--- config.mk ---
export PLATFORM = sky130hd
export DESIGN_NAME = lpc_dev_flat
export DESIGN_NICKNAME = d
export VERILOG_FILES = /design/src/lpc_pkg.sv /design/src/lpc_if.sv /design/src/lpc_dev.sv /design/src/flat_wrapper.sv
export SDC_FILE = /design/constraint.sdc
export NUM_CORES = 1
export LEC_CHECK = 0
export BUFFER_PORTS_ARGS = -buffer_cell sky130_fd_sc_hd__buf_2
export CAP_MARGIN = 20
export CORE_MARGIN = 2
export CORE_UTILIZATION = 28
export CTS_BUF_LIST = sky130_fd_sc_hd__clkbuf_2
export DETAILED_ROUTE_END_ITERATION = 10
export SYNTH_ARGS = -nofsm -noshare
export SYNTH_HDL_FRONTEND = slang
export SYNTH_SLANG_ARGS = --single-unit
--- constraint.sdc ---
create_clock -name clock_in -period 3.42 [get_ports clock_in]
set_clock_uncertainty 0.05 [all_clocks]
set_input_delay 0.342 -clock clock_in [delete_from_list [all_inputs] [get_ports clock_in]]
set_output_delay 0.342 -clock clock_in [all_outputs]
set_load 0.005 [all_outputs]
--- src/lpc_pkg.sv ---
// shared constants of both ends
//
// Behaviour
// user pairs every power-down entry with exit
// optional clock stop in power-down
// deep sleep exit reinitialises then retrains
// external refresh disables internal generator
// each request sends one refresh burst
// acknowledge marks end of refresh burst
// request drops after acknowledge is sampled
// use external refresh so retraining still runs
// command port carries mode and special commands
// wishbone mode supports only burst of two
// address 0x1 writes base mode fields
// address 0x2 writes extended mode fields
// 0x4 to 0x20 power and deep sleep
// 0x40 to 0x100 self refresh, status
// mode value on address lines, bank selects
// load mode target and value on addr
// addr 9:8 selects base or extended
// addr 7:0 carries mode register value
// internal settings follow newly written mode
// command port should write burst of two
// power codes 0101, 1010, 1011, 1100
// burst count two to eight, default eight
// new burst only on fresh request edge
package lpc_pkg;
  localparam int CMD_W = 4;
  localparam int ADDR_W = 23;
  localparam int WB_W = 32;
  localparam int MEM_A_W = 14;
  localparam int BA_W = 2;

  localparam logic [CMD_W-1:0] CMD_NONE = 4'h0;
  localparam logic [CMD_W-1:0] CMD_PDE = 4'h5;
  localparam logic [CMD_W-1:0] CMD_LMR = 4'h6;
  localparam logic [CMD_W-1:0] CMD_SRR = 4'h7;
  localparam logic [CMD_W-1:0] CMD_SRE = 4'h8;
  localparam logic [CMD_W-1:0] CMD_SRX = 4'h9;
  localparam logic [CMD_W-1:0] CMD_PDX = 4'hA;
  localparam logic [CMD_W-1:0] CMD_DEEP_SLEEP_ENTRY_CMD = 4'hB;
  localparam logic [CMD_W-1:0] CMD_DEEP_SLEEP_EXIT_CMD = 4'hC;
  localparam logic [CMD_W-1:0] CMD_AREF = 4'hD;

  localparam logic [WB_W-1:0] CP_BASE_MODE = 32'h1;
  localparam logic [WB_W-1:0] CP_EXT_MODE = 32'h2;
  localparam logic [WB_W-1:0] CP_PDE = 32'h4;
  localparam logic [WB_W-1:0] CP_PDX = 32'h8;
  localparam logic [WB_W-1:0] CP_DEEP_SLEEP_ENTRY_CMD = 32'h10;
  localparam logic [WB_W-1:0] CP_DEEP_SLEEP_EXIT_CMD = 32'h20;
  localparam logic [WB_W-1:0] CP_SRE = 32'h40;
  localparam logic [WB_W-1:0] CP_SRX = 32'h80;
  localparam logic [WB_W-1:0] CP_SRR = 32'h100;

  localparam int SEL_HI = 9;
  localparam int SEL_LO = 8;
  localparam int VAL_HI = 7;
  localparam logic [1:0] SEL_BASE = 2'h0;
  localparam logic [1:0] SEL_EXT = 2'h2;
  localparam logic [BA_W-1:0] BA_BASE = 2'h0;
  localparam logic [BA_W-1:0] BA_EXT = 2'h2;

  localparam int BL_LO = 0;
  localparam int BL_HI = 2;
  localparam int BT_BIT = 3;
  localparam int CL_LO = 4;
  localparam int CL_HI = 6;
  localparam int PAR_LO = 0;
  localparam int PAR_HI = 2;
  localparam int TCR_LO = 3;
  localparam int TCR_HI = 4;
  localparam int DS_LO = 5;
  localparam int DS_HI = 7;

  localparam logic [2:0] BURST_OF_TWO = 3'h1;
  localparam logic [2:0] BL_RESET = 3'h3;
  localparam logic [2:0] CL_RESET = 3'h3;
  localparam int REF_BURST_MIN = 2;
  localparam int REF_BURST_DEF = 8;
  localparam int INIT_CYCLES_DEF = 200;
  localparam int TRAIN_CYCLES_DEF = 64;
endpackage : lpc_pkg

--- src/lpc_if.sv ---
// link between the user end and the controller end
`timescale 1ns/1ps
`default_nettype none
interface lpc_if;
  logic cmd_valid;
  logic cmd_rdy;
  logic [lpc_pkg::CMD_W-1:0] cmd;
  logic [lpc_pkg::ADDR_W-1:0] addr;
  logic ext_ref_req;
  logic ext_ref_ack;
  logic cyc;
  logic stb;
  logic we;
  logic [lpc_pkg::WB_W-1:0] command_port_address;
  logic [lpc_pkg::WB_W-1:0] command_port_write_data;
  logic [lpc_pkg::WB_W-1:0] dat_o;
  logic ack;

  modport dev (
    input cmd_valid, cmd, addr, ext_ref_req, cyc, stb, we,
    input command_port_address, command_port_write_data,
    output cmd_rdy, ext_ref_ack, dat_o, ack
  );
  modport host (
    output cmd_valid, cmd, addr, ext_ref_req, cyc, stb, we,
    output command_port_address, command_port_write_data,
    input cmd_rdy, ext_ref_ack, dat_o, ack
  );
endinterface : lpc_if
`default_nettype wire

--- src/lpc_dev.sv ---
// controller end: power states, refresh and mode loads
`timescale 1ns/1ps
`default_nettype none
module lpc_dev #(
  parameter bit EXT_REF = 1'b1,
  parameter bit WB_EN = 1'b1,
  parameter bit MEM_CLK_OFF = 1'b1,
  parameter int REF_BURST = lpc_pkg::REF_BURST_DEF,
  parameter int INIT_CYCLES = lpc_pkg::INIT_CYCLES_DEF,
  parameter int TRAIN_CYCLES = lpc_pkg::TRAIN_CYCLES_DEF
) (
  input wire logic clock_in,
  input wire logic sys_rst_in,
  lpc_if.dev link,
  output logic mem_cmd_valid_out,
  output logic [lpc_pkg::CMD_W-1:0] mem_cmd_out,
  output logic [lpc_pkg::BA_W-1:0] memory_bank_select_out,
  output logic [lpc_pkg::MEM_A_W-1:0] memory_address_bus_out,
  output logic mem_clk_en_out,
  output logic mem_cke_out,
  output logic int_refresh_en_out,
  output logic init_busy_out,
  output logic train_busy_out,
  output logic [2:0] burst_len_out,
  output logic burst_type_out,
  output logic [2:0] cas_latency_out,
  output logic [2:0] partial_array_refresh_out,
  output logic [1:0] temp_comp_refresh_out,
  output logic [2:0] drive_strength_out
);
  typedef enum logic [2:0] {
    LPC_IDLE = 3'h0,
    LPC_PDOWN = 3'h1,
    LPC_DEEP = 3'h2,
    LPC_INIT = 3'h3,
    LPC_TRAIN = 3'h4,
    LPC_SELF = 3'h5,
    LPC_REF = 3'h6
  } lpc_state_t;

  localparam int CNT_W_L = 16;
  // out-of-range refresh burst counts are clamped
  localparam int REF_N = (REF_BURST < lpc_pkg::REF_BURST_MIN) ? lpc_pkg::REF_BURST_MIN :
                         (REF_BURST > lpc_pkg::REF_BURST_DEF) ? lpc_pkg::REF_BURST_DEF :
                         REF_BURST;
  localparam logic [CNT_W_L-1:0] REF_LAST = CNT_W_L'(REF_N - 1);
  localparam logic [CNT_W_L-1:0] INIT_LAST = CNT_W_L'(INIT_CYCLES - 1);
  localparam logic [CNT_W_L-1:0] TRAIN_LAST = CNT_W_L'(TRAIN_CYCLES - 1);

  lpc_state_t state_reg;
  lpc_state_t state_next;
  logic [CNT_W_L-1:0] cnt_reg;
  logic req_seen_reg;
  logic ack_reg;
  logic wb_ack_reg;
  logic [2:0] bl_reg;
  logic bt_reg;
  logic [2:0] cl_reg;
  logic [2:0] par_reg;
  logic [1:0] tcr_reg;
  logic [2:0] ds_reg;

  logic cmd_take;
  logic wb_req;
  logic wb_take;
  logic op_valid;
  logic [lpc_pkg::CMD_W-1:0] op_code;
  logic mode_wr;
  logic mode_ext;
  logic [7:0] mode_val;
  logic ref_start;

  // unmapped addresses give no command
  function automatic logic [lpc_pkg::CMD_W-1:0] cp_decode(input logic [lpc_pkg::WB_W-1:0] a);
    unique case (a)
      lpc_pkg::CP_BASE_MODE, lpc_pkg::CP_EXT_MODE: cp_decode = lpc_pkg::CMD_LMR;
      lpc_pkg::CP_PDE: cp_decode = lpc_pkg::CMD_PDE;
      lpc_pkg::CP_PDX: cp_decode = lpc_pkg::CMD_PDX;
      lpc_pkg::CP_DEEP_SLEEP_ENTRY_CMD: cp_decode = lpc_pkg::CMD_DEEP_SLEEP_ENTRY_CMD;
      lpc_pkg::CP_DEEP_SLEEP_EXIT_CMD: cp_decode = lpc_pkg::CMD_DEEP_SLEEP_EXIT_CMD;
      lpc_pkg::CP_SRE: cp_decode = lpc_pkg::CMD_SRE;
      lpc_pkg::CP_SRX: cp_decode = lpc_pkg::CMD_SRX;
      lpc_pkg::CP_SRR: cp_decode = lpc_pkg::CMD_SRR;
      default: cp_decode = lpc_pkg::CMD_NONE;
    endcase
  endfunction : cp_decode

  // legal only in its own state
  function automatic logic legal(input lpc_state_t s, input logic [lpc_pkg::CMD_W-1:0] c);
    unique case (c)
      lpc_pkg::CMD_PDX: legal = (s == LPC_PDOWN);
      lpc_pkg::CMD_DEEP_SLEEP_EXIT_CMD: legal = (s == LPC_DEEP);
      lpc_pkg::CMD_SRX: legal = (s == LPC_SELF);
      default: legal = (s == LPC_IDLE);
    endcase
  endfunction : legal

  // command port wins over the generic port
  assign wb_req = WB_EN && link.cyc && link.stb && !wb_ack_reg;
  assign link.cmd_rdy = !wb_req && (state_reg == LPC_IDLE || state_reg == LPC_PDOWN ||
                        state_reg == LPC_DEEP || state_reg == LPC_SELF);
  assign cmd_take = link.cmd_valid && link.cmd_rdy;
  // every write is acked; illegal ones dropped
  assign wb_take = wb_req && link.we;
  assign ref_start = EXT_REF && link.ext_ref_req && !req_seen_reg && !ack_reg &&
                     state_reg == LPC_IDLE && !cmd_take && !wb_take;

  always_comb begin
    op_code = lpc_pkg::CMD_NONE;
    mode_wr = 1'b0;
    mode_ext = 1'b0;
    mode_val = 8'h00;
    if (wb_take) begin
      op_code = cp_decode(link.command_port_address);
      mode_wr = (op_code == lpc_pkg::CMD_LMR);
      mode_ext = (link.command_port_address == lpc_pkg::CP_EXT_MODE);
      mode_val = link.command_port_write_data[lpc_pkg::VAL_HI:0];
    end else if (cmd_take) begin
      op_code = link.cmd;
      mode_wr = (link.cmd == lpc_pkg::CMD_LMR) &&
                (link.addr[lpc_pkg::SEL_HI:lpc_pkg::SEL_LO] == lpc_pkg::SEL_BASE ||
                 link.addr[lpc_pkg::SEL_HI:lpc_pkg::SEL_LO] == lpc_pkg::SEL_EXT);
      mode_ext = (link.addr[lpc_pkg::SEL_HI:lpc_pkg::SEL_LO] == lpc_pkg::SEL_EXT);
      mode_val = link.addr[lpc_pkg::VAL_HI:0];
    end
  end
  assign op_valid = (op_code != lpc_pkg::CMD_NONE) && legal(state_reg, op_code);

  always_comb begin
    state_next = state_reg;
    unique case (state_reg)
      LPC_IDLE: begin
        if (ref_start) begin
          state_next = LPC_REF;
        end else if (op_valid) begin
          unique case (op_code)
            lpc_pkg::CMD_PDE: state_next = LPC_PDOWN;
            lpc_pkg::CMD_DEEP_SLEEP_ENTRY_CMD: state_next = LPC_DEEP;
            lpc_pkg::CMD_SRE: state_next = LPC_SELF;
            default: state_next = LPC_IDLE;
          endcase
        end
      end
      LPC_PDOWN: if (op_valid) state_next = LPC_IDLE;
      LPC_SELF: if (op_valid) state_next = LPC_IDLE;
      LPC_DEEP: if (op_valid) state_next = LPC_INIT;
      LPC_INIT: if (cnt_reg == INIT_LAST) state_next = LPC_TRAIN;
      LPC_TRAIN: if (cnt_reg == TRAIN_LAST) state_next = LPC_IDLE;
      LPC_REF: if (cnt_reg == REF_LAST) state_next = LPC_IDLE;
      default: state_next = LPC_IDLE;
    endcase
  end

  always_ff @(posedge clock_in) begin
    if (sys_rst_in) begin
      state_reg <= LPC_IDLE;
    end else begin
      state_reg <= state_next;
    end
  end

  always_ff @(posedge clock_in) begin
    if (sys_rst_in || state_next != state_reg) begin
      cnt_reg <= '0;
    end else begin
      cnt_reg <= cnt_reg + CNT_W_L'(1);
    end
  end

  // ack holds until req is low, so a held req never retriggers
  always_ff @(posedge clock_in) begin
    if (sys_rst_in) begin
      ack_reg <= 1'b0;
      req_seen_reg <= 1'b0;
    end else begin
      if (state_reg == LPC_REF && cnt_reg == REF_LAST) begin
        ack_reg <= 1'b1;
      end else if (!link.ext_ref_req) begin
        ack_reg <= 1'b0;
      end
      if (ref_start) begin
        req_seen_reg <= 1'b1;
      end else if (!link.ext_ref_req) begin
        req_seen_reg <= 1'b0;
      end
    end
  end
  assign link.ext_ref_ack = ack_reg;
  assign int_refresh_en_out = !EXT_REF;

  always_ff @(posedge clock_in) begin
    if (sys_rst_in) begin
      wb_ack_reg <= 1'b0;
    end else begin
      wb_ack_reg <= wb_req;
    end
  end
  assign link.ack = wb_ack_reg;
  assign link.dat_o = '0;

  // mode value rides on the address lines
  always_ff @(posedge clock_in) begin
    if (sys_rst_in) begin
      mem_cmd_valid_out <= 1'b0;
      mem_cmd_out <= lpc_pkg::CMD_NONE;
      memory_bank_select_out <= '0;
      memory_address_bus_out <= '0;
    end else begin
      mem_cmd_valid_out <= 1'b0;
      mem_cmd_out <= lpc_pkg::CMD_NONE;
      if (state_reg == LPC_REF) begin
        mem_cmd_valid_out <= 1'b1;
        mem_cmd_out <= lpc_pkg::CMD_AREF;
      end else if (op_valid && !ref_start) begin
        mem_cmd_valid_out <= (op_code != lpc_pkg::CMD_LMR) || mode_wr;
        mem_cmd_out <= op_code;
        if (mode_wr) begin
          memory_bank_select_out <= mode_ext ? lpc_pkg::BA_EXT : lpc_pkg::BA_BASE;
          memory_address_bus_out <= lpc_pkg::MEM_A_W'(mode_val);
        end
      end
    end
  end

  // settings follow mode writes
  always_ff @(posedge clock_in) begin
    if (sys_rst_in) begin
      bl_reg <= WB_EN ? lpc_pkg::BURST_OF_TWO : lpc_pkg::BL_RESET;
      bt_reg <= 1'b0;
      cl_reg <= lpc_pkg::CL_RESET;
      par_reg <= '0;
      tcr_reg <= '0;
      ds_reg <= '0;
    end else if (op_valid && mode_wr && !ref_start) begin
      if (mode_ext) begin
        par_reg <= mode_val[lpc_pkg::PAR_HI:lpc_pkg::PAR_LO];
        tcr_reg <= mode_val[lpc_pkg::TCR_HI:lpc_pkg::TCR_LO];
        ds_reg <= mode_val[lpc_pkg::DS_HI:lpc_pkg::DS_LO];
      end else begin
        // only burst of two with the bus on
        bl_reg <= WB_EN ? lpc_pkg::BURST_OF_TWO : mode_val[lpc_pkg::BL_HI:lpc_pkg::BL_LO];
        bt_reg <= mode_val[lpc_pkg::BT_BIT];
        cl_reg <= mode_val[lpc_pkg::CL_HI:lpc_pkg::CL_LO];
      end
    end
  end
  assign burst_len_out = bl_reg;
  assign burst_type_out = bt_reg;
  assign cas_latency_out = cl_reg;
  assign partial_array_refresh_out = par_reg;
  assign temp_comp_refresh_out = tcr_reg;
  assign drive_strength_out = ds_reg;

  always_ff @(posedge clock_in) begin
    if (sys_rst_in) begin
      mem_clk_en_out <= 1'b1;
      mem_cke_out <= 1'b1;
    end else begin
      mem_cke_out <= !(state_next == LPC_PDOWN || state_next == LPC_DEEP ||
                       state_next == LPC_SELF);
      mem_clk_en_out <= !(MEM_CLK_OFF && (state_next == LPC_PDOWN ||
                          state_next == LPC_DEEP || state_next == LPC_SELF));
    end
  end
  assign init_busy_out = (state_reg == LPC_INIT);
  assign train_busy_out = (state_reg == LPC_TRAIN);
endmodule : lpc_dev
`default_nettype wire

--- src/flat_wrapper.sv ---
// flat-port wrapper written by rule: the top's interface ports become plain ports
module lpc_dev_flat 
#(
  parameter bit EXT_REF = 1'b1,
  parameter bit WB_EN = 1'b1,
  parameter bit MEM_CLK_OFF = 1'b1,
  parameter int REF_BURST = lpc_pkg::REF_BURST_DEF,
  parameter int INIT_CYCLES = lpc_pkg::INIT_CYCLES_DEF,
  parameter int TRAIN_CYCLES = lpc_pkg::TRAIN_CYCLES_DEF
)
  (clock_in, sys_rst_in, mem_cmd_valid_out, mem_cmd_out, memory_bank_select_out, memory_address_bus_out, mem_clk_en_out, mem_cke_out, int_refresh_en_out, init_busy_out, train_busy_out, burst_len_out, burst_type_out, cas_latency_out, partial_array_refresh_out, temp_comp_refresh_out, drive_strength_out, link_cmd_valid, link_cmd, link_addr, link_ext_ref_req, link_cyc, link_stb, link_we, link_command_port_address, link_command_port_write_data, link_cmd_rdy, link_ext_ref_ack, link_dat_o, link_ack);
  lpc_if link_i ();
  input wire logic clock_in;
  input wire logic sys_rst_in;
  output logic mem_cmd_valid_out;
  output logic [lpc_pkg::CMD_W-1:0] mem_cmd_out;
  output logic [lpc_pkg::BA_W-1:0] memory_bank_select_out;
  output logic [lpc_pkg::MEM_A_W-1:0] memory_address_bus_out;
  output logic mem_clk_en_out;
  output logic mem_cke_out;
  output logic int_refresh_en_out;
  output logic init_busy_out;
  output logic train_busy_out;
  output logic [2:0] burst_len_out;
  output logic burst_type_out;
  output logic [2:0] cas_latency_out;
  output logic [2:0] partial_array_refresh_out;
  output logic [1:0] temp_comp_refresh_out;
  output logic [2:0] drive_strength_out;
  input wire logic [$bits(link_i.cmd_valid)-1:0] link_cmd_valid;
  input wire logic [$bits(link_i.cmd)-1:0] link_cmd;
  input wire logic [$bits(link_i.addr)-1:0] link_addr;
  input wire logic [$bits(link_i.ext_ref_req)-1:0] link_ext_ref_req;
  input wire logic [$bits(link_i.cyc)-1:0] link_cyc;
  input wire logic [$bits(link_i.stb)-1:0] link_stb;
  input wire logic [$bits(link_i.we)-1:0] link_we;
  input wire logic [$bits(link_i.command_port_address)-1:0] link_command_port_address;
  input wire logic [$bits(link_i.command_port_write_data)-1:0] link_command_port_write_data;
  output wire logic [$bits(link_i.cmd_rdy)-1:0] link_cmd_rdy;
  output wire logic [$bits(link_i.ext_ref_ack)-1:0] link_ext_ref_ack;
  output wire logic [$bits(link_i.dat_o)-1:0] link_dat_o;
  output wire logic [$bits(link_i.ack)-1:0] link_ack;
  assign link_i.cmd_valid = link_cmd_valid;
  assign link_i.cmd = link_cmd;
  assign link_i.addr = link_addr;
  assign link_i.ext_ref_req = link_ext_ref_req;
  assign link_i.cyc = link_cyc;
  assign link_i.stb = link_stb;
  assign link_i.we = link_we;
  assign link_i.command_port_address = link_command_port_address;
  assign link_i.command_port_write_data = link_command_port_write_data;
  assign link_cmd_rdy = link_i.cmd_rdy;
  assign link_ext_ref_ack = link_i.ext_ref_ack;
  assign link_dat_o = link_i.dat_o;
  assign link_ack = link_i.ack;
  lpc_dev #(.EXT_REF(EXT_REF), .WB_EN(WB_EN), .MEM_CLK_OFF(MEM_CLK_OFF), .REF_BURST(REF_BURST), .INIT_CYCLES(INIT_CYCLES), .TRAIN_CYCLES(TRAIN_CYCLES)) u_core (.clock_in(clock_in), .sys_rst_in(sys_rst_in), .link(link_i), .mem_cmd_valid_out(mem_cmd_valid_out), .mem_cmd_out(mem_cmd_out), .memory_bank_select_out(memory_bank_select_out), .memory_address_bus_out(memory_address_bus_out), .mem_clk_en_out(mem_clk_en_out), .mem_cke_out(mem_cke_out), .int_refresh_en_out(int_refresh_en_out), .init_busy_out(init_busy_out), .train_busy_out(train_busy_out), .burst_len_out(burst_len_out), .burst_type_out(burst_type_out), .cas_latency_out(cas_latency_out), .partial_array_refresh_out(partial_array_refresh_out), .temp_comp_refresh_out(temp_comp_refresh_out), .drive_strength_out(drive_strength_out));
endmodule
==> flow_metrics.env <==
export IMPL_global_route_wire_length_before_repair_um=14500
export IMPL_worst_slew_margin_rel_pct=55.8
export IMPL_setup_violations_final=0
export IMPL_crit_path_end_kind="flop"
export IMPL_final_setup_tns_ns=0
export IMPL_finalHoldViolations=0
export IMPL_tritoncts="yes"
export IMPL_routability_congestion_estimate=0.855
export IMPL_clock_share_of_power_pct=21.4
export IMPL_initial_core_util_pct=28.4
export IMPL_drt_iter0_drc=121
export IMPL_grt_remaining_overflow=0
export IMPL_crit_chain="mux2_2 > nor3b_2 > buf_4 > nand2_1 > a221o_1 > o21ai_0 > o32ai_1 > or4_1 > buf_4 > nor2_8 > o22ai_1"
export IMPL_groute_usage_overall_pct=13.6
export IMPL_postSynthCellCount=436
export IMPL_clkSinkCount=49
export IMPL_dr_total_vias=3287
export IMPL_critical_path_required_ns=3.69
export IMPL_achievable_frequency_mhz=318
export IMPL_power_switching_uw=510
export IMPL_design_final_nets=622
export IMPL_netlist_top_cells_area="dfxtp_1, buf_4, nand2_1"
export IMPL_clk_root_buf="clkbuf_2"
export IMPL_cts_repair_resize_count=0
export IMPL_max_slew_worst_pin_slew_ns=0.662
export IMPL_internal_power_uw=925
export IMPL_clk_latency_ns=0.42
export IMPL_height_of_the_die_um=114
export IMPL_die_width_um=114
export IMPL_rsz_0062_raised_after_global_routing="no"
export IMPL_drc=0
export IMPL_cap_viol_max_count=0
export IMPL_synth_main_ff_cell="dfxtp_1"
export IMPL_synth_edf_count=0
export IMPL_layout_min_cycle_time_ns=3.14
export IMPL_min_period_over_period_pct=91.9
export IMPL_cts_hold_fix_buffers=0
export IMPL_timing_critical_path_arrival_ns=3.42
export IMPL_drive_above_1_share_pct=25.4
export IMPL_place_detailed_hpwl_um=6760
export IMPL_timing_setup_critical_path_class="flop to flop"
export IMPL_rows=40
export IMPL_critPathMostFrequentCell="buf_4"
export IMPL_detail_route_first_pass_iterations=4
export IMPL_timing_critical_path_slowest_cell_delay_ns=0.45
export IMPL_postSynth_asyncResetShare_pct=0
export IMPL_post_cts_setup_inserts=0
export IMPL_cts_buffers_inserted=5
export IMPL_cts_reportedPaths_clkPinSlew_ns=0.25
export IMPL_route_detailed_wl_per_inst_um=13.1
export IMPL_seq_power_share_pct=43.7
export IMPL_synth_lib_cells_used_distinct=64
export IMPL_hp_class="input pin to flop"
export IMPL_outcome="finished, final reports clean"
export IMPL_yosysTopAreaCellShare_pct=29.0
export IMPL_cp_start_kind="flop"
export IMPL_critical_path_max_fanout=16
export IMPL_area_growth_synth_to_final_pct=15.4
export IMPL_multiInputGateArea_um2=2050
export IMPL_wl_um=8820
export IMPL_placeableCoreArea_um2=11900
export IMPL_synth_top_area_cell="dfxtp_1"
export IMPL_ff_latch_area_um2=981
export IMPL_grt_antenna_before_repair=0
export IMPL_yosysMostFrequentCell="nand2_1"
export IMPL_antenna_cells=0
export IMPL_largest_reg_flops=16
export IMPL_clock_path_buffers=2
export IMPL_synthesis_area_um2=3380
export IMPL_final_fill_count=1267
export IMPL_design_die_area_um2=13000
export IMPL_power_share_switching_pct=35.6
export IMPL_seq_area_frac_synth_pct=29.0
export IMPL_power_density_nw_per_um2=368
export IMPL_whs_ns=0.117
export IMPL_slew_viol_final=0
export IMPL_ir_drop_uv=140
export IMPL_synth_yosys_warnings=0
export IMPL_critPathSlowestCell="or4_1"
export IMPL_power_share_combinational_pct=34.9
export IMPL_io_pins=174
export IMPL_first_global_vias=3089
export IMPL_portBuffers=93
export IMPL_yosys_register_bits=49
export IMPL_total_leakage_power_uw=0.00169
export IMPL_post_synth_most_frequent_cells="nand2_1, dfxtp_1, buf_4"
export IMPL_synthesis_area_per_instance_um2=7.75
export IMPL_pin_count_of_the_biggest_net_entering_global_routing=25
export IMPL_cts_htree_levels=2
export IMPL_final_antenna_net_count=0
export IMPL_detail_route_vias_per_cell=4.90
-- power by group through the flow --
| stage | Clock, µW | Sequential, µW | Combinational (µW) |
|---|---|---|---|
| 6_report | 308 | 627 | 501 |
| 5_1_grt | 344 | 634 | 561 |
| 4_1_cts | 318 | 628 | 499 |
| 3_5_place_dp | 0 | 639 | 497 |
| 3_3_place_gp | 0 | 636 | 491 |
| 2_1_floorplan | 0 | 635 | 394 |
-- path summary, 6_finish.rpt --
check / startpoint / to / slack, ns / depth (start not counted)
setup / recovery: u_core.state_reg[0] / u_core.cnt_reg[6] / 0.28 / 11
hold reg to reg: u_core.partial_array_refresh_out[1] / u_core.partial_array_refresh_out[1] / 0.42 / 2
hold / removal: link_ext_ref_req / u_core.req_seen_reg / 0.12 / 3
setup reg to reg: u_core.state_reg[0] / u_core.cnt_reg[6] / 0.28 / 11
-- cells by family after synthesis --
family | Yosys count | share of synthesized area (%)
buf+inv | 79 | 15.1
other cells | 2 | 0.222
flops | 49 | 29.0
fa+ha+maj | 1 | 0.370
compound gates | 94 | 20.1
simple gates | 187 | 28.9
mux | 2 | 0.666
xor+xnor | 22 | 5.70
-- through the flow --
stage / cells / worst slack (ns) / instance area (µm²) / util [%] / total power [µW]
floorplan: 477 / 0.448 / 3530 / - / 1030
global route: 671 / 0.111 / 3900 / 32.7 / 1540
detailed placement: 663 / 0.129 / 3830 / 32.2 / 1140
CTS: 671 / 0.310 / 3900 / 32.7 / 1440
global placement: 663 / 0.141 / 3830 / 32.2 / 1130
finish: 671 / 0.277 / 3900 / 32.7 / 1440
-- routing by layer --
layer / vias to the layer above / track usage (%) / share of wire, %
li1: 1644 / - / -
met1: 1501 / 17.6 / 45
met2: 130 / 22.3 / 46
met3: 12 / 3.40 / 7.7
met4: 0 / 4.31 / 1.4
met5: - / 0 / 0
-- cells in the final DEF, fill, tap and decap left out, types with 3 or more instances in the layout --
master and n:
nor4b_1 5, nor3_1 9, dfxtp_1 49, a31oi_1 4, nand3b_1 4, and3_1 4, conb_1 43, and2_1 5
o211ai_1 3, o31ai_1 4, nand2_1 62, or3_1 8, o21ai_0 18, a211oi_1 5, a22oi_1 9, nor2_1 32
nor4_1 11, o22ai_1 14, clkbuf_2 5, buf_4 16, a211o_1 3, nand3_1 26, nand2b_1 3, o21a_1 4
a21oi_1 8, o32ai_1 5, buf_2 93, xor2_1 14, inv_1 8, xnor2_1 8, a32oi_1 3
-- cell type report --
type / instances / share of cell area, %
well taps: 147 / 4.72
clock buffers: 5 / 0.642
multi-input cells: 349 / 52.5
flip-flops and latches: 49 / 25.2
inverters: 9 / 0.866
clock inverters: 3 / 1.06
repair buffers: 109 / 15.0
-- critical path: cells and delay by family (launching register included) --
kind / cells / cell delay (ns)
and+or+nand+nor: 4 / 1.08
AOI/OAI and AO/OA: 4 / 0.70
buffers and inverters: 2 / 0.47
DFF: 1 / 0.39
muxes: 1 / 0.36
(Power assumes the default switching activity.)
